==> config.mk <==
export PLATFORM = sky130hd
export DESIGN_NAME = touch_global_config
export DESIGN_NICKNAME = d
export VERILOG_FILES = /design/src/rtl/bus_watchdog.v /design/src/rtl/hold_tracker.v /design/src/rtl/touch_global_config.v
export VERILOG_INCLUDE_DIRS = /design/src /design/src/rtl
export SDC_FILE = /design/constraint.sdc
export NUM_CORES = 1
export LEC_CHECK = 0
export BUFFER_PORTS_ARGS = -buffer_cell sky130_fd_sc_hd__buf_2
export CAP_MARGIN = 20
export CORE_MARGIN = 5
export CORE_UTILIZATION = 45
export DETAILED_ROUTE_END_ITERATION = 12
export PLACE_DENSITY = 0.66
export SLEW_MARGIN = 10
export SYNTH_ARGS = -nofsm -noshare
export SYNTH_HDL_FRONTEND = slang
export SYNTH_HIERARCHICAL = 1
export SYNTH_SLANG_ARGS = --single-unit
==> constraint.sdc <==
create_clock -name clk -period 4.7 [get_ports clk]
set_input_delay 0.235 -clock clk [delete_from_list [all_inputs] [get_ports clk]]
set_output_delay 0.235 -clock clk [all_outputs]
set_load 0.05 [all_outputs]
==> src/rtl/touch_cfg_defs.vh <==
`ifndef TOUCH_CFG_DEFS_VH
`define TOUCH_CFG_DEFS_VH

// Register offsets and reset values
`define SENS_ADDR 8'h1F
`define CTRL_ADDR 8'h20
`define SENS_RESET 8'h2F
`define CTRL_RESET 8'h29

// Sensitivity register fields
`define DELTA_HI 6
`define DELTA_LO 4
`define BASE_HI 3
`define BASE_LO 0
`define SENS_WMASK 8'h7F
`define BASE_MAX_CODE 4'h8

// Control register bit positions
`define TIMEOUT_BIT 7
`define POSMODE_BIT 6
`define DIGNOISE_BIT 5
`define ANANOISE_BIT 4
`define BHOLD_BIT 3
`define BREPEAT_BIT 2
`define GHOLD_BIT 1
`define GREPEAT_BIT 0

// Delta count saturation limits
`define DELTA_POS_MAX 8'h7F
`define DELTA_NEG_MAX 8'hFF

// Timing
`define CLK_PERIOD_NS 8
`define MS_NS 1000000
`define MS_CYCLES (`MS_NS / `CLK_PERIOD_NS)
`define SMB_TIMEOUT_MS 30
`define SMB_IDLE_NS 150000
`define SMB_IDLE_CYCLES ((`SMB_IDLE_NS + `CLK_PERIOD_NS - 1) / `CLK_PERIOD_NS)
`define REPEAT_STEP_MS 35

`endif

==> src/rtl/bus_watchdog.v <==
`timescale 1ns/10ps
`default_nettype none
`include "touch_cfg_defs.vh"

module bus_watchdog #(
    parameter IDLE_CYCLES = `SMB_IDLE_CYCLES
) (
    // Clock and reset
    input wire clk,
    input wire reset,
    // Serial lines and millisecond tick
    input wire scl,
    input wire sda,
    input wire msTick,
    // Control
    input wire timeoutEn,
    input wire deepSleep,
    input wire foreignAbort,
    // Results
    output reg busTimeout,
    output reg busIdleReset,
    output reg busIgnore
);

reg [5:0] lowMs_reg;
reg [15:0] idleCnt_reg;
reg sdaPrev_reg;
wire stopSeen;

// Stop condition: data rises while clock high
assign stopSeen = scl & sda & ~sdaPrev_reg;

always @(posedge clk) begin
    if (reset) begin
        lowMs_reg <= 6'h00;
        busTimeout <= 1'b0;
    end else begin
        busTimeout <= 1'b0;
        if (!timeoutEn || scl) begin
            lowMs_reg <= 6'h00;
        end else if (msTick && lowMs_reg <= 6'd`SMB_TIMEOUT_MS) begin
            lowMs_reg <= lowMs_reg + 6'h01;
            busTimeout <= (lowMs_reg == 6'd`SMB_TIMEOUT_MS);
        end
    end
end

// both lines high too long resets protocol
// idle reset off in deep sleep
always @(posedge clk) begin
    if (reset) begin
        idleCnt_reg <= 16'h0000;
        busIdleReset <= 1'b0;
    end else begin
        busIdleReset <= 1'b0;
        if (!timeoutEn || deepSleep || !scl || !sda) begin
            idleCnt_reg <= 16'h0000;
        end else if (idleCnt_reg <= IDLE_CYCLES[15:0]) begin
            idleCnt_reg <= idleCnt_reg + 16'h0001;
            busIdleReset <= (idleCnt_reg == IDLE_CYCLES[15:0]);
        end
    end
end

// ignore transfers until a stop, set wins
always @(posedge clk) begin
    if (reset) begin
        sdaPrev_reg <= 1'b1;
        busIgnore <= 1'b0;
    end else begin
        sdaPrev_reg <= sda;
        if (deepSleep && foreignAbort) begin
            busIgnore <= 1'b1;
        end else if (stopSeen) begin
            busIgnore <= 1'b0;
        end
    end
end

endmodule
`default_nettype wire

==> src/rtl/hold_tracker.v <==
`timescale 1ns/10ps
`default_nettype none
`include "touch_cfg_defs.vh"

module hold_tracker (
    // Clock and reset
    input wire clk,
    input wire reset,
    // Press state and millisecond tick
    input wire pressed,
    input wire msTick,
    // Settings
    input wire repeatEn,
    input wire [3:0] repeatCode,
    input wire holdEn,
    input wire [13:0] holdLimitMs,
    // Events
    output reg irqPulse,
    output reg recalPulse
);

reg pressPrev_reg;
reg [13:0] holdMs_reg;
reg [9:0] repMs_reg;
reg recalDone_reg;
wire [9:0] repPeriod;

// Repeat period is (code + 1) steps
assign repPeriod = ({6'h00, repeatCode} + 10'h001) * 10'd`REPEAT_STEP_MS;

// Press edge, repeat and hold-limit timing
always @(posedge clk) begin
    if (reset) begin
        pressPrev_reg <= 1'b0;
        holdMs_reg <= 14'h0000;
        repMs_reg <= 10'h000;
        recalDone_reg <= 1'b0;
        irqPulse <= 1'b0;
        recalPulse <= 1'b0;
    end else begin
        pressPrev_reg <= pressed;
        irqPulse <= 1'b0;
        recalPulse <= 1'b0;
        if (!pressed) begin
            holdMs_reg <= 14'h0000;
            repMs_reg <= 10'h000;
            recalDone_reg <= 1'b0;
        end else if (!pressPrev_reg) begin
            // One interrupt per new press
            irqPulse <= 1'b1;
        end else if (msTick) begin
            if (holdMs_reg != 14'h3FFF) begin
                holdMs_reg <= holdMs_reg + 14'h0001;
            end
            // Hold past limit restarts recalibration once
            if (holdEn && !recalDone_reg && holdMs_reg >= holdLimitMs) begin
                recalPulse <= 1'b1;
                recalDone_reg <= 1'b1;
            end
            // Repeat interrupts while held
            if (repeatEn && repMs_reg + 10'h001 >= repPeriod) begin
                irqPulse <= 1'b1;
                repMs_reg <= 10'h000;
            end else if (repeatEn) begin
                repMs_reg <= repMs_reg + 10'h001;
            end else begin
                repMs_reg <= 10'h000;
            end
        end
    end
end

endmodule
`default_nettype wire

==> src/rtl/touch_global_config.v <==
`timescale 1ns/10ps
`default_nettype none
`include "touch_cfg_defs.vh"

module touch_global_config #(
    parameter NCH = 14,
    parameter BASE_W = 16,
    parameter MS_CYCLES = `MS_CYCLES,
    parameter IDLE_CYCLES = `SMB_IDLE_CYCLES
) (
    // Clock and reset
    input wire clk,
    input wire reset,

    // Register access from the serial protocol engine
    input wire [7:0] regAddr,
    input wire regWrEn,
    input wire [7:0] regWrData,
    output reg [7:0] regRdData,

    // Serial lines and protocol state
    input wire scl,
    input wire sda,
    input wire deepSleep,
    input wire foreignAbort,
    output wire busTimeout,
    output wire busIdleReset,
    output wire busIgnore,

    // Per-channel sensing
    input wire [8*NCH-1:0] deltaCounts,
    input wire [15:0] threshold,
    input wire [NCH-1:0] lfNoise,
    input wire [NCH-1:0] aboveNoise,
    output reg [NCH-1:0] touchDetect,
    output reg [NCH-1:0] calRetry,
    output reg [NCH-1:0] recalExclude,

    // Base count presentation
    input wire [BASE_W-1:0] baseRaw,
    output reg [BASE_W-1:0] basePresented,

    // Slider position
    input wire [6:0] sliderTouchPos,
    input wire sliderTouchValid,
    input wire posWrEn,
    input wire [6:0] posWrData,
    output reg [6:0] sliderPos,

    // Press state and timing settings
    input wire buttonPressed,
    input wire groupHeld,
    input wire [3:0] buttonRepeatRate,
    input wire [3:0] groupRepeatRate,
    input wire [3:0] button_hold_limit,
    input wire [3:0] group_hold_limit,

    // Events
    output wire buttonIrq,
    output wire groupIrq,
    output wire buttonRecal,
    output wire groupRecal
);

// Stored register contents
reg [7:0] sens_reg;
reg [7:0] ctrl_reg;

// Shared millisecond timebase
reg [16:0] msCnt_reg;
reg msTick_reg;

// Detection working values, rebuilt every cycle
reg [NCH-1:0] touch_next;
reg [NCH-1:0] retry_next;
reg [NCH-1:0] excl_next;
reg signed [15:0] scaled;
reg [7:0] deltaByte;
// Channel index for the detection loop
integer i;

// Sensitivity fields
wire [2:0] deltaCode;
wire [3:0] baseCode;
wire [3:0] baseShift;

// Control bits by name
wire timeoutEn;
wire slider_report_mode;
wire digital_noise_ignore;
wire analog_noise_ignore;
wire button_hold_recal_en;
wire button_repeat_en;
wire group_hold_recal_en;
wire group_repeat_en;

// Control bit fan-out
// Named wires keep each enable traceable to its bit
assign timeoutEn = ctrl_reg[`TIMEOUT_BIT];
assign slider_report_mode = ctrl_reg[`POSMODE_BIT];
assign digital_noise_ignore = ctrl_reg[`DIGNOISE_BIT];
assign analog_noise_ignore = ctrl_reg[`ANANOISE_BIT];
assign button_hold_recal_en = ctrl_reg[`BHOLD_BIT];
assign button_repeat_en = ctrl_reg[`BREPEAT_BIT];
assign group_hold_recal_en = ctrl_reg[`GHOLD_BIT];
assign group_repeat_en = ctrl_reg[`GREPEAT_BIT];

// Shared sensitivity fields
// Every channel decodes the same delta field; the base field sets the one presented count
assign deltaCode = sens_reg[`DELTA_HI:`DELTA_LO];
assign baseCode = sens_reg[`BASE_HI:`BASE_LO];

// Without the clamp a shift of 15 would leave almost nothing
// base codes above 8 clamp to 256x
assign baseShift = (baseCode > `BASE_MAX_CODE) ? `BASE_MAX_CODE : baseCode;

// Hold limit code to milliseconds
// The steps are not uniform, so a lookup table is used
// Code D is 8906 ms, not a multiple of 560 ms
function [13:0] holdMs;
    input [3:0] code;
    begin
        case (code)
            4'h0: holdMs = 14'd560;
            4'h1: holdMs = 14'd840;
            4'h2: holdMs = 14'd1120;
            4'h3: holdMs = 14'd1400;
            4'h4: holdMs = 14'd1680;
            4'h5: holdMs = 14'd2240;
            4'h6: holdMs = 14'd2800;
            4'h7: holdMs = 14'd3360;
            4'h8: holdMs = 14'd3920;
            4'h9: holdMs = 14'd4480;
            4'hA: holdMs = 14'd5600;
            4'hB: holdMs = 14'd6720;
            4'hC: holdMs = 14'd7840;
            4'hD: holdMs = 14'd8906;
            4'hE: holdMs = 14'd10080;
            default: holdMs = 14'd11200;
        endcase
    end
endfunction

// Largest product is 7Fh shifted by 7, which still fits 16 bits
// multiplier is 128 >> code, so shift left by 7 - code
function signed [15:0] scaleDelta;
    input [7:0] delta;
    input [2:0] code;
    reg signed [15:0] ext;
    begin
        ext = {{8{delta[7]}}, delta};
        scaleDelta = ext <<< (3'h7 - code);
    end
endfunction

// Register writes
// Both registers share one decoder, so a write lands in one cycle
// bit 7 of sensitivity never stored
always @(posedge clk) begin
    if (reset) begin
        sens_reg <= `SENS_RESET;
        ctrl_reg <= `CTRL_RESET;
    end else if (regWrEn) begin
        if (regAddr == `SENS_ADDR) begin
            sens_reg <= regWrData & `SENS_WMASK;
        end
        if (regAddr == `CTRL_ADDR) begin
            ctrl_reg <= regWrData;
        end
    end
end

// Register reads; other addresses belong elsewhere and read zero
// Bit 7 is masked again so a stray stored one can never show
always @* begin
    case (regAddr)
        `SENS_ADDR: regRdData = sens_reg & `SENS_WMASK;
        `CTRL_ADDR: regRdData = ctrl_reg;
        default: regRdData = 8'h00;
    endcase
end

// Millisecond tick for all long timers
// Free running, so a long timer may start up to one tick late;
// one shared divider is far cheaper than a divider per timer
// and keeps every timer on the same phase
always @(posedge clk) begin
    if (reset) begin
        msCnt_reg <= 17'h00000;
        msTick_reg <= 1'b0;
    end else if (msCnt_reg == MS_CYCLES[16:0] - 17'h00001) begin
        msCnt_reg <= 17'h00000;
        msTick_reg <= 1'b1;
    end else begin
        msCnt_reg <= msCnt_reg + 17'h00001;
        msTick_reg <= 1'b0;
    end
end

// Per-channel detection and noise handling
// Negative deltas never count as a touch, whatever the threshold
always @* begin
    touch_next = {NCH{1'b0}};
    retry_next = {NCH{1'b0}};
    excl_next = {NCH{1'b0}};
    scaled = 16'sh0000;
    deltaByte = 8'h00;
    for (i = 0; i < NCH; i = i + 1) begin
        // delta byte arrives saturated two's complement
        deltaByte = deltaCounts[8*i +: 8];
        scaled = scaleDelta(deltaByte, deltaCode);
        touch_next[i] = (scaled >= $signed(threshold)) && !deltaByte[7];
        // Retry is raised only for low-frequency noise while the analog noise bit is clear
        // low-frequency noise blocks touch and retries
        // ignored when analog noise bit set
        if (lfNoise[i] && !analog_noise_ignore) begin
            touch_next[i] = 1'b0;
            retry_next[i] = 1'b1;
        end
        // noisy samples kept out of recalibration
        excl_next[i] = aboveNoise[i] && !digital_noise_ignore;
    end
end

// Registered detection outputs
// One cycle of latency keeps all three outputs aligned
always @(posedge clk) begin
    if (reset) begin
        touchDetect <= {NCH{1'b0}};
        calRetry <= {NCH{1'b0}};
        recalExclude <= {NCH{1'b0}};
    end else begin
        touchDetect <= touch_next;
        calRetry <= retry_next;
        recalExclude <= excl_next;
    end
end

// A stale shift only affects reading, never a touch decision
// presented base count shifted by scaling factor
// separate path, detection never sees it
always @(posedge clk) begin
    if (reset) begin
        basePresented <= {BASE_W{1'b0}};
    end else begin
        basePresented <= baseRaw >> baseShift;
    end
end

// Host writes are dropped while the report mode bit is clear; then touch positions are taken
// slider position source follows report mode
always @(posedge clk) begin
    if (reset) begin
        sliderPos <= 7'h00;
    end else if (slider_report_mode) begin
        if (posWrEn) begin
            sliderPos <= posWrData;
        end
    end else if (sliderTouchValid) begin
        sliderPos <= sliderTouchPos;
    end
end

// The watchdog shares the millisecond tick with the trackers
// Its pulses are one cycle wide; the protocol engine acts on them
// watchdog timeout and idle reset gated by timeout bit, ignore is not
bus_watchdog #(
    .IDLE_CYCLES(IDLE_CYCLES)
) watchdog (
    .clk(clk),
    .reset(reset),
    .scl(scl),
    .sda(sda),
    .msTick(msTick_reg),
    .timeoutEn(timeoutEn),
    .deepSleep(deepSleep),
    .foreignAbort(foreignAbort),
    .busTimeout(busTimeout),
    .busIdleReset(busIdleReset),
    .busIgnore(busIgnore)
);

// Ungrouped buttons share one tracker
// button hold recalibration
hold_tracker buttonTrack (
    .clk(clk),
    .reset(reset),
    .pressed(buttonPressed),
    .msTick(msTick_reg),
    .repeatEn(button_repeat_en),
    .repeatCode(buttonRepeatRate),
    .holdEn(button_hold_recal_en),
    .holdLimitMs(holdMs(button_hold_limit)),
    .irqPulse(buttonIrq),
    .recalPulse(buttonRecal)
);

// The grouped press-and-hold condition drives this tracker
// group hold recalibration
hold_tracker groupTrack (
    .clk(clk),
    .reset(reset),
    .pressed(groupHeld),
    .msTick(msTick_reg),
    .repeatEn(group_repeat_en),
    .repeatCode(groupRepeatRate),
    .holdEn(group_hold_recal_en),
    .holdLimitMs(holdMs(group_hold_limit)),
    .irqPulse(groupIrq),
    .recalPulse(groupRecal)
);

endmodule
`default_nettype wire
# Yosys cells after proc, flatten, opt, wreduce, memory -nomap -nowiden
# Memory sizes are Yosys's and may differ from the RTL's.
# Cells that the tools add are included.
# totals
reg_bits	180
romBits	384
input_bits	229
output_inout_bits	80
wordCells	251
mem_count	2
# mem_list
memory	depth	width	read_ports	rd_ports_with_merged_regs	wr	line_no	text
(no name shown)	16	12	1	0	0	touch_global_config.v:123	case (code)
(no name shown)	16	12	1	0	0	touch_global_config.v:123	
# op_classes
addsub	10
n_mul	2
n_lt_le_gt_ge	21
eq_ne	8
n_shift	15
n_mux	34
n_bitwise	10
n_reduce_logical	109
# op_table
op	n
16-bit >= comparator	14
8-bit by 3-bit <<< shifter with 16-bit output	14
1-bit logical AND	50
10-bit 2-to-1 mux	4
2-bit OR reduction	19
14-bit by 1-bit adder with 14-bit output, second input constant	2
14-bit >= comparator	2
14-bit != test, second input constant	2
1-bit 2-to-1 mux	25
1-bit zero test	21
7-bit 2-to-1 mux	3
10-bit by 1-bit adder with 10-bit output, second input constant	2
10-bit >= comparator	2
10-bit by 6-bit multiplier with 10-bit output, second input constant	2
17-bit by 1-bit adder with 17-bit output, second input constant	1
17-bit equality test, second input constant	1
16-bit by 1-bit adder with 16-bit output, second input constant	1
16-bit by 15-bit equality test with 1-bit output, second input constant	1
16-bit by 15-bit less-or-equal comparator with 1-bit output, second input constant	1
8-bit one-hot mux with 2 select lines	1
16-bit by 4-bit right shift with 16-bit output	1
3-bit AND reduction	4
4-bit by 1-bit adder with 5-bit output, second input constant	2
2-bit AND reduction	5
other kinds (15)	29

# Depth between registers and ports, before layout
# Gate-level depths: netlist of the first run.
# depth
word_depth	7
ltp_mapped	21

# Modules after synthesis
# The synthesis of the first run kept the hierarchy.
# modules_own_cells
module	n_inst	cells_per_inst	area_each_um2	seq_area_each_um2
touch_global_config	1	1723	13543.0	1961.9
hold_tracker	2	283	2257.2	560.5
bus_watchdog	1	147	1256.2	520.5

# Worst setup path before layout of the first run
# OpenSTA, ideal clock, no wires.
# synth_timing
path_type	input to register
start	in buttonRepeatRate[2]
end	reg buttonTrack.repMs_reg[1]
arrival_time_ps	3737
required_time_ps	4626
slack_ps	888
stages	21
n_path_buf	2
path_cell_list	clkbuf_1 nand2_1 or2_2 nand2_1 ha_1 ha_1 inv_1 fa_1 inv_1 ha_1 nand2_1 o31a_1 o2111a_1 nor2_1 ha_1 a21oi_1 o21a_1 o31ai_1 or4_1 clkbuf_1 o21ai_0
# synth_between
elab_chain_cells	5
# synth_rtl
element	line_no	text
from (decl)	touch_global_config.v:53	input wire [3:0] buttonRepeatRate,
4-bit by 1-bit adder with 5-bit output	hold_tracker.v:29	assign repPeriod = ({6'h00, repeatCode} + 10'h001) * 10'd`REPEAT_STEP_MS;
10-bit by 6-bit multiplier with 10-bit output (no line)	-	
10-bit >= comparator	hold_tracker.v:61	if (repeatEn && repMs_reg + 10'h001 >= repPeriod) begin
1-bit logical AND	hold_tracker.v:61	
10-bit 2-to-1 mux	hold_tracker.v:61	
to (signal assigned)	hold_tracker.v:65	repMs_reg <= repMs_reg + 10'h001;
to (decl)	hold_tracker.v:24	reg [9:0] repMs_reg;
# Every way passes these cells.
# A chain may end at the register's enable or synchronous reset.

# Final worst setup path of the first run
# layout_timing
start	in buttonRepeatRate[0]
end	reg buttonTrack.repMs_reg[6]
# Same word-level chain as after synthesis.

==> run summary, run 1 <==
status -> complete, no violations
DR WL/cell -> 18.7 um
synth unique cells -> 75
Worst EP arrival -> 4.32 ns
cells on worst reg2reg path -> 9
nets -> 3264
CTS max path bufs -> 2
Clock Sinks -> 180
Row Count -> 76
layout cells sized above 1 -> 0.187
Setup CP Type -> input port to flop
final setup TNS -> 0 ns
largest net degree at the start of global routing -> 118
final core utilization -> 0.520
Starting Density -> 0.451
RSZ-0062 raised after global routing -> no
Post-Syn Instances -> 2436
max_cap viols -> 0
die height -> 217 um
antenna violations before repair -> 7
number of flip-flops under the largest register name -> 17
Tcrit/Tclk final -> 0.838
final WL -> 61.4 mm
Commonest cells post-synth -> ha_1 (315), nand2_1 (266), nor2_1 (210), o21ai_0 (183), dfxtp_1 (180)
Synth Register Bits -> 180
Remaining DRCs -> 0
Syn. warnings -> 6
number of global-route vias before repair -> 18700
Synth Flop Type -> dfxtp_1
core box area -> 42800 sq um
Clock Latency Late Sink -> 0.48 ns
minimum clock period -> 3.94 ns
post-synthesis async set-or-reset flop share -> 0
area grow syn2layout -> 15.3%
Area contributors post-synth -> ha_1 (20%), dfxtp_1 (19%), mux2i_1 (6.5%)
worst vdd ir -> 0.000182 V
die area -> 47200 sq um
Fillers -> 4125
number of DRC markers in iteration 0 -> 1340
maximum clock frequency -> 0.254 GHz
Buffers on Ports -> 308
placer congestion estimate -> 0.908
area occupied by multi-input gates -> 14800 sq um
clk_skew -> 0.0206 ns
clock-pin slew on the worst setup and hold paths -> 0.07 ns
DP HPWL -> 45.4 mm
syn_area_per_cell -> 7.93 sq um
Pleak -> 0.0104 uW
Final ANT Viol Nets -> 0
TritonRoute pass-1 iters -> 6
width of the die -> 217 um
total CTS buffers -> 17
top-area cell type share of the netlist area -> 0.204
post-synthesis sequential area ratio -> 0.187
area leader, netlist -> ha_1
CP Max Fanout -> 8
crit end category -> flop
Vias -> 19300
Seq. cell area -> 3610 sq um
gr ovfl total -> 0
mapped cell area -> 19300 sq um
Post-synth EDFFs -> 0
critical path data required time -> 5.08 ns
Layout Cells excl Fill -> 3283
I/O pins -> 309
Slew HR -> 0.220
Tightest Pin Transition -> 1.17 ns
global-route wire length before repair -> 95.3 mm
Vias/cell -> 5.88
Post-CTS Setup Repair Bufs -> 0
hold path depth -> 3
Final Max Slew Viols -> 0
total track usage -> 0.249
cell area power density -> 187 nW/um^2
Final Hold Fails -> 0
htree depth -> 4
Final setup viols -> 0
startpoint types -> input port
count leader, synth -> ha_1
root buffer cell -> clkbuf_16
Post-Place Cells -> 3205
TritonCTS clock tree -> done
Worst Hold Class -> input port to flop
-- through the flow --
step	area (sq um)	power, uW	worst slack (ns)	hold slack, ns
final	22300	4170	0.760	0.0478
after global routing	22300	4410	0.514	0.0220
after CTS	22200	4210	0.828	0.00133
after detailed placement	21300	2680	0.298	0.437
after global placement	21300	2640	0.415	0.426
after floorplan	19300	2310	0.888	0.304
-- layer usage --
metal | global-route usage | vias up | share of wire
li1 | - | 9464 | -
met3 | 0.0470 | 131 | 0.066
met4 | 0.101 | 8 | 0.034
met1 | 0.321 | 9033 | 0.44
met5 | 0 | - | 0.00070
met2 | 0.412 | 669 | 0.46
-- timing repair --
action | in CTS | in global routing
endpoints found under the hold margin | 43 | 0
hold buffers | 38 | 0
endpoints found under the setup margin | 0 | 0
gates resized for setup | 0 | 0
-- final cells by class --
| type | count | area share |
|---|---|---|
| antenna | 6 | 0.000674 |
| clock buffer | 18 | 0.0197 |
| clock inverter | 14 | 0.00725 |
| inverter | 121 | 0.0204 |
| multi-input combinational | 2031 | 0.664 |
| sequential | 180 | 0.162 |
| tap | 546 | 0.0307 |
| timing repair buffer | 367 | 0.0944 |
-- kinds of logic after synthesis --
kind of cell,synth area share
AO/OA/AOI/OAI,0.182
XOR/XNOR,0.0317
adder cells (fa/ha/maj),0.206
buffers and inverters,0.0485
flip-flops,0.187
multiplexers,0.132
other,0.000194
AND/OR/NAND/NOR,0.212
-- layout by cell type (no fill, tap or decap), drive strengths merged, types with 22 or more instances in the layout --
cell	instances
nor3	27
and3	26
o211ai	22
nor2b	28
nand3	60
buf	328
nor2	211
a211oi	30
mux2i	126
xor2	31
nand2	266
mux2	93
a21o	26
dfxtp	180
a21oi	178
o21ai	184
ha	315
xnor2	39
and2	44
inv	125
dlygate4sd3	38
nand4	68
-- final timing paths --
kind | to | from | slack, ns
max reg2reg | touchDetect[9]$_SDFF_PP0_ | sens_reg[6]$_SDFFE_PP0P_ | 0.99
min reg2reg | msCnt_reg[0]$_SDFF_PP0_ | msCnt_reg[0]$_SDFF_PP0_ | 0.45
max | buttonTrack/repMs_reg[6]$_SDFFE_PP0P_ | buttonRepeatRate[0] | 0.76
min | calRetry[1]$_SDFF_PP0_ | lfNoise[1] | 0.05
-- power by group --
part	internal, uW	switching [uW]	total [uW]	leakage (uW)
sequential	1550	11.7	1560	0.00146
clock	727	759	1490	0.000290
combinational	455	672	1130	0.00870
-- critical path, stage by stage --
cell and delay, ns:
buf_2 0.16, and2_1 0.25, nand2_1 0.11, or2_2 0.29, nand2_1 0.11, ha_1 0.16
ha_1 0.14, inv_1 0.05, fa_1 0.39, inv_1 0.06, ha_1 0.18, nand2_1 0.06
o31a_1 0.26, o2111a_1 0.25, nor2_1 0.12, ha_1 0.27, a21oi_1 0.14, o21a_1 0.13
o31ai_1 0.11, or4_1 0.63, o21ai_0 0.22
(Power assumes the default switching activity.)
==> run 2, diff against run 1 <==
--- a/config.mk
+++ b/config.mk
@@ -6,12 +6,13 @@
 export SDC_FILE = /design/constraint.sdc
 export NUM_CORES = 1
 export LEC_CHECK = 0
+export ABC_AREA = 1
 export BUFFER_PORTS_ARGS = -buffer_cell sky130_fd_sc_hd__buf_2
 export CAP_MARGIN = 20
 export CORE_MARGIN = 5
 export CORE_UTILIZATION = 45
 export DETAILED_ROUTE_END_ITERATION = 12
-export PLACE_DENSITY = 0.66
+export PLACE_DENSITY = 0.68
 export SLEW_MARGIN = 10
 export SYNTH_ARGS = -nofsm -noshare
 export SYNTH_HDL_FRONTEND = slang
==> constraint.sdc (replaced) <==
create_clock -name clk -period 3.2 [get_ports clk]
set_input_delay 0.16 -clock clk [delete_from_list [all_inputs] [get_ports clk]]
set_output_delay 0.16 -clock clk [all_outputs]
set_load 0.05 [all_outputs]
==> run 2 against run 1 <==
  * Die area grew 6.7%
  * First-iteration DRC count up 6.1%
  * Core utilization grew 1.5 points
  * Critical path depth up 1
  * Power grew 54%
==> run summary, run 2 <==
syn_area_per_cell -> 6.22 sq um
Final Max Slew Viols -> 0
worst path cell trace -> buf_2 -> ha_1 -> xor2_1 -> ha_2 -> ha_1 -> inv_1 -> fa_1 -> inv_1 -> ha_1 -> buf_4 -> nand3_1 -> o211ai_1 -> xor2_1 -> ha_1 -> nand2_1 -> a21oi_1 -> nor2_2 -> nand2_1 -> nor2_2 -> buf_4 -> nand3_1 -> a21oi_2
die area -> 50300 sq um
slowest stage delay, CP -> 0.38 ns
global-route wire length before repair -> 100 mm
final setup TNS -> 0 ns
number of flip-flops under the largest register name -> 17
cell area power density -> 264 nW/um^2
Post-CTS Setup Repair Bufs -> 0
Setup CP Type -> input port to flop
Critical R2R Launch -> sens_reg[4]$_SDFFE_PP0P_
Crit path top cell by count -> ha_1
Worst EP arrival -> 3.38 ns
total track usage -> 0.238
Gate power share -> 0.286
Starting Density -> 0.455
mapped cell area -> 20700 sq um
I/O pins -> 309
core box area -> 45400 sq um
internal cell power -> 4340 uW
CP Max Fanout -> 4
Fillers -> 4732
maximum clock frequency -> 0.333 GHz
Final setup viols -> 0
minimum clock period -> 3.00 ns
largest net degree at the start of global routing -> 141
Ant. Diodes -> 0
startpoint types -> input port
Clk pwr share -> 0.357
Post-Syn Instances -> 3324
area leader, netlist -> ha_1
Buffers on Ports -> 308
Vias -> 21900
final WL -> 62.0 mm
layout cells sized above 1 -> 0.145
commonest non-fill, non-tap cell in the layout -> nand2_1
nets -> 4213
Clock Latency Late Sink -> 0.44 ns
Final Hold Fails -> 0
Tcrit/Tclk final -> 0.937
Vias/cell -> 5.13
TritonRoute pass-1 iters -> 6
width of the die -> 224 um
Setup crit start -> groupRepeatRate[0]
total power -> 6400 uW
Net Sw Frac -> 0.323
Worst Path Buf+Inv -> 5
Clock Sinks -> 180
Remaining DRCs -> 0
placer congestion estimate -> 0.888
htree depth -> 4
status -> complete, no violations
worst vdd ir -> 0.000410 V
Synth Flop Type -> dfxtp_1
Syn. warnings -> 6
slowest library cell on the worst path -> fa_1
gr ovfl total -> 0
antenna violations before repair -> 1
Area contributors post-synth -> ha_1 (19%), nand2_1 (19%), dfxtp_1 (17%)
Synth Register Bits -> 180
synth unique cells -> 55
post-synthesis sequential area ratio -> 0.174
Row Count -> 78
Slew HR -> 0.347
Post-synth EDFFs -> 0
Final ANT Viol Nets -> 0
Reg power frac -> 0.357
area grow syn2layout -> 17.4%
Worst Hold Class -> input port to flop
max_cap viols -> 0
clock-pin slew on the worst setup and hold paths -> 0.07 ns
clk_skew -> 0.00726 ns
post-synthesis async set-or-reset flop share -> 0
DR WL/cell -> 14.5 um
root buffer cell -> clkbuf_16
total CTS buffers -> 17
Switch Pwr -> 2070 uW
most frequent cells in the layout -> nand2_1 (1034), nor2_1 (348), inv_1 (325), ha_1 (313), buf_2 (308)
crit end category -> flop
TritonCTS clock tree -> done
Tightest Pin Transition -> 0.977 ns
critical path data required time -> 3.58 ns
CTS max path bufs -> 2
count leader, synth -> nand2_1
number of global-route vias before repair -> 20100
Hold Startpoint -> lfNoise[2]
CP top delay family -> adder cells
WHS -> 0.0183 ns
Commonest cells post-synth -> nand2_1 (1036), nor2_1 (350), inv_1 (327), ha_1 (315), o21ai_0 (256)
Pleak -> 0.0124 uW
DP HPWL -> 48.0 mm
number of DRC markers in iteration 0 -> 1422
die height -> 224 um
top-area cell type share of the netlist area -> 0.191
run 2: cell count changes after synthesis, moves of 49 or more:
cell / delta
o21ai_0: +73
mux2i_1: -49
mux2_2: -93
inv_1: +209
nand2_1: +770
nor2_1: +140
nand3_1: +116
run 2: cell families (layout without fill, tap and decap cells):
| logic type | Yosys count | count (layout) | synth area share |
|---|---|---|---|
| xor+xnor | 55 | 55 | 0.0233 |
| mux | 77 | 77 | 0.0373 |
| fa+ha+maj | 317 | 317 | 0.193 |
| other cells | 1 | 4 | 0.000181 |
| buf+inv | 465 | 818 | 0.0926 |
| simple gates | 1680 | 1680 | 0.334 |
| compound gates | 549 | 549 | 0.146 |
| flops | 180 | 180 | 0.174 |
run 2: worst paths after layout:
path	end	slack (ns)	cells after the start
max	groupTrack/repMs_reg[3]$_SDFFE_PP0P_	0.20	22
min	calRetry[2]$_SDFF_PP0_	0.02	3
max reg2reg	touchDetect[7]$_SDFF_PP0_	0.53	15
min reg2reg	groupTrack/irqPulse$_SDFF_PP0_	0.43	1
run 2: tightest hold or removal path, stage by stage:
cell and delay, ns:
buf_2 0.08, nand2_1 0.09, nor2_1 0.09
run 2: timing repair:
action / 4_1_cts / 5_1_grt
hold endpoints to repair: 51 / 0
hold buffers: 51 / 0
setup endpoints to repair: 0 / 18
gates resized for setup: 0 / 18
run 2: cell type report:
class,instances,area (sq um),share of cell area
clock inverters,14,199,0.00820
well taps,600,751,0.0309
inverters,349,1320,0.0542
multi-input cells,2682,15200,0.627
clock buffers,18,439,0.0181
repair buffers,437,2730,0.112
flip-flops and latches,180,3610,0.149
run 2: power by group through the flow:
stage / clock network [uW] / registers (uW) / logic (uW)
finish: 2280 / 2290 / 1830
detailed placement: 0 / 2340 / 1760
floorplan: 0 / 2450 / 1020
global placement: 0 / 2340 / 1740
global route: 2430 / 2290 / 2100
CTS: 2360 / 2290 / 1820
run 2: routing by layer:
metal / track usage / up-vias / part of all wire
met5: 0 / - / 0.00021
met4: 0.0672 / 2 / 0.026
met3: 0.0241 / 88 / 0.056
met2: 0.396 / 588 / 0.45
met1: 0.330 / 9704 / 0.47
li1: - / 11600 / -
run 2: stage by stage:
stage               cell area, sq um  setup slack (ns)  instances   util
floorplan                      20700            0.0692       3327      -
global placement               23100            -0.183       4197  0.508
detailed placement             23100            -0.300       4197  0.508
CTS                            24200             0.168       4280  0.533
global route                   24300           -0.0308       4280  0.535
finish                         24300             0.200       4280  0.535
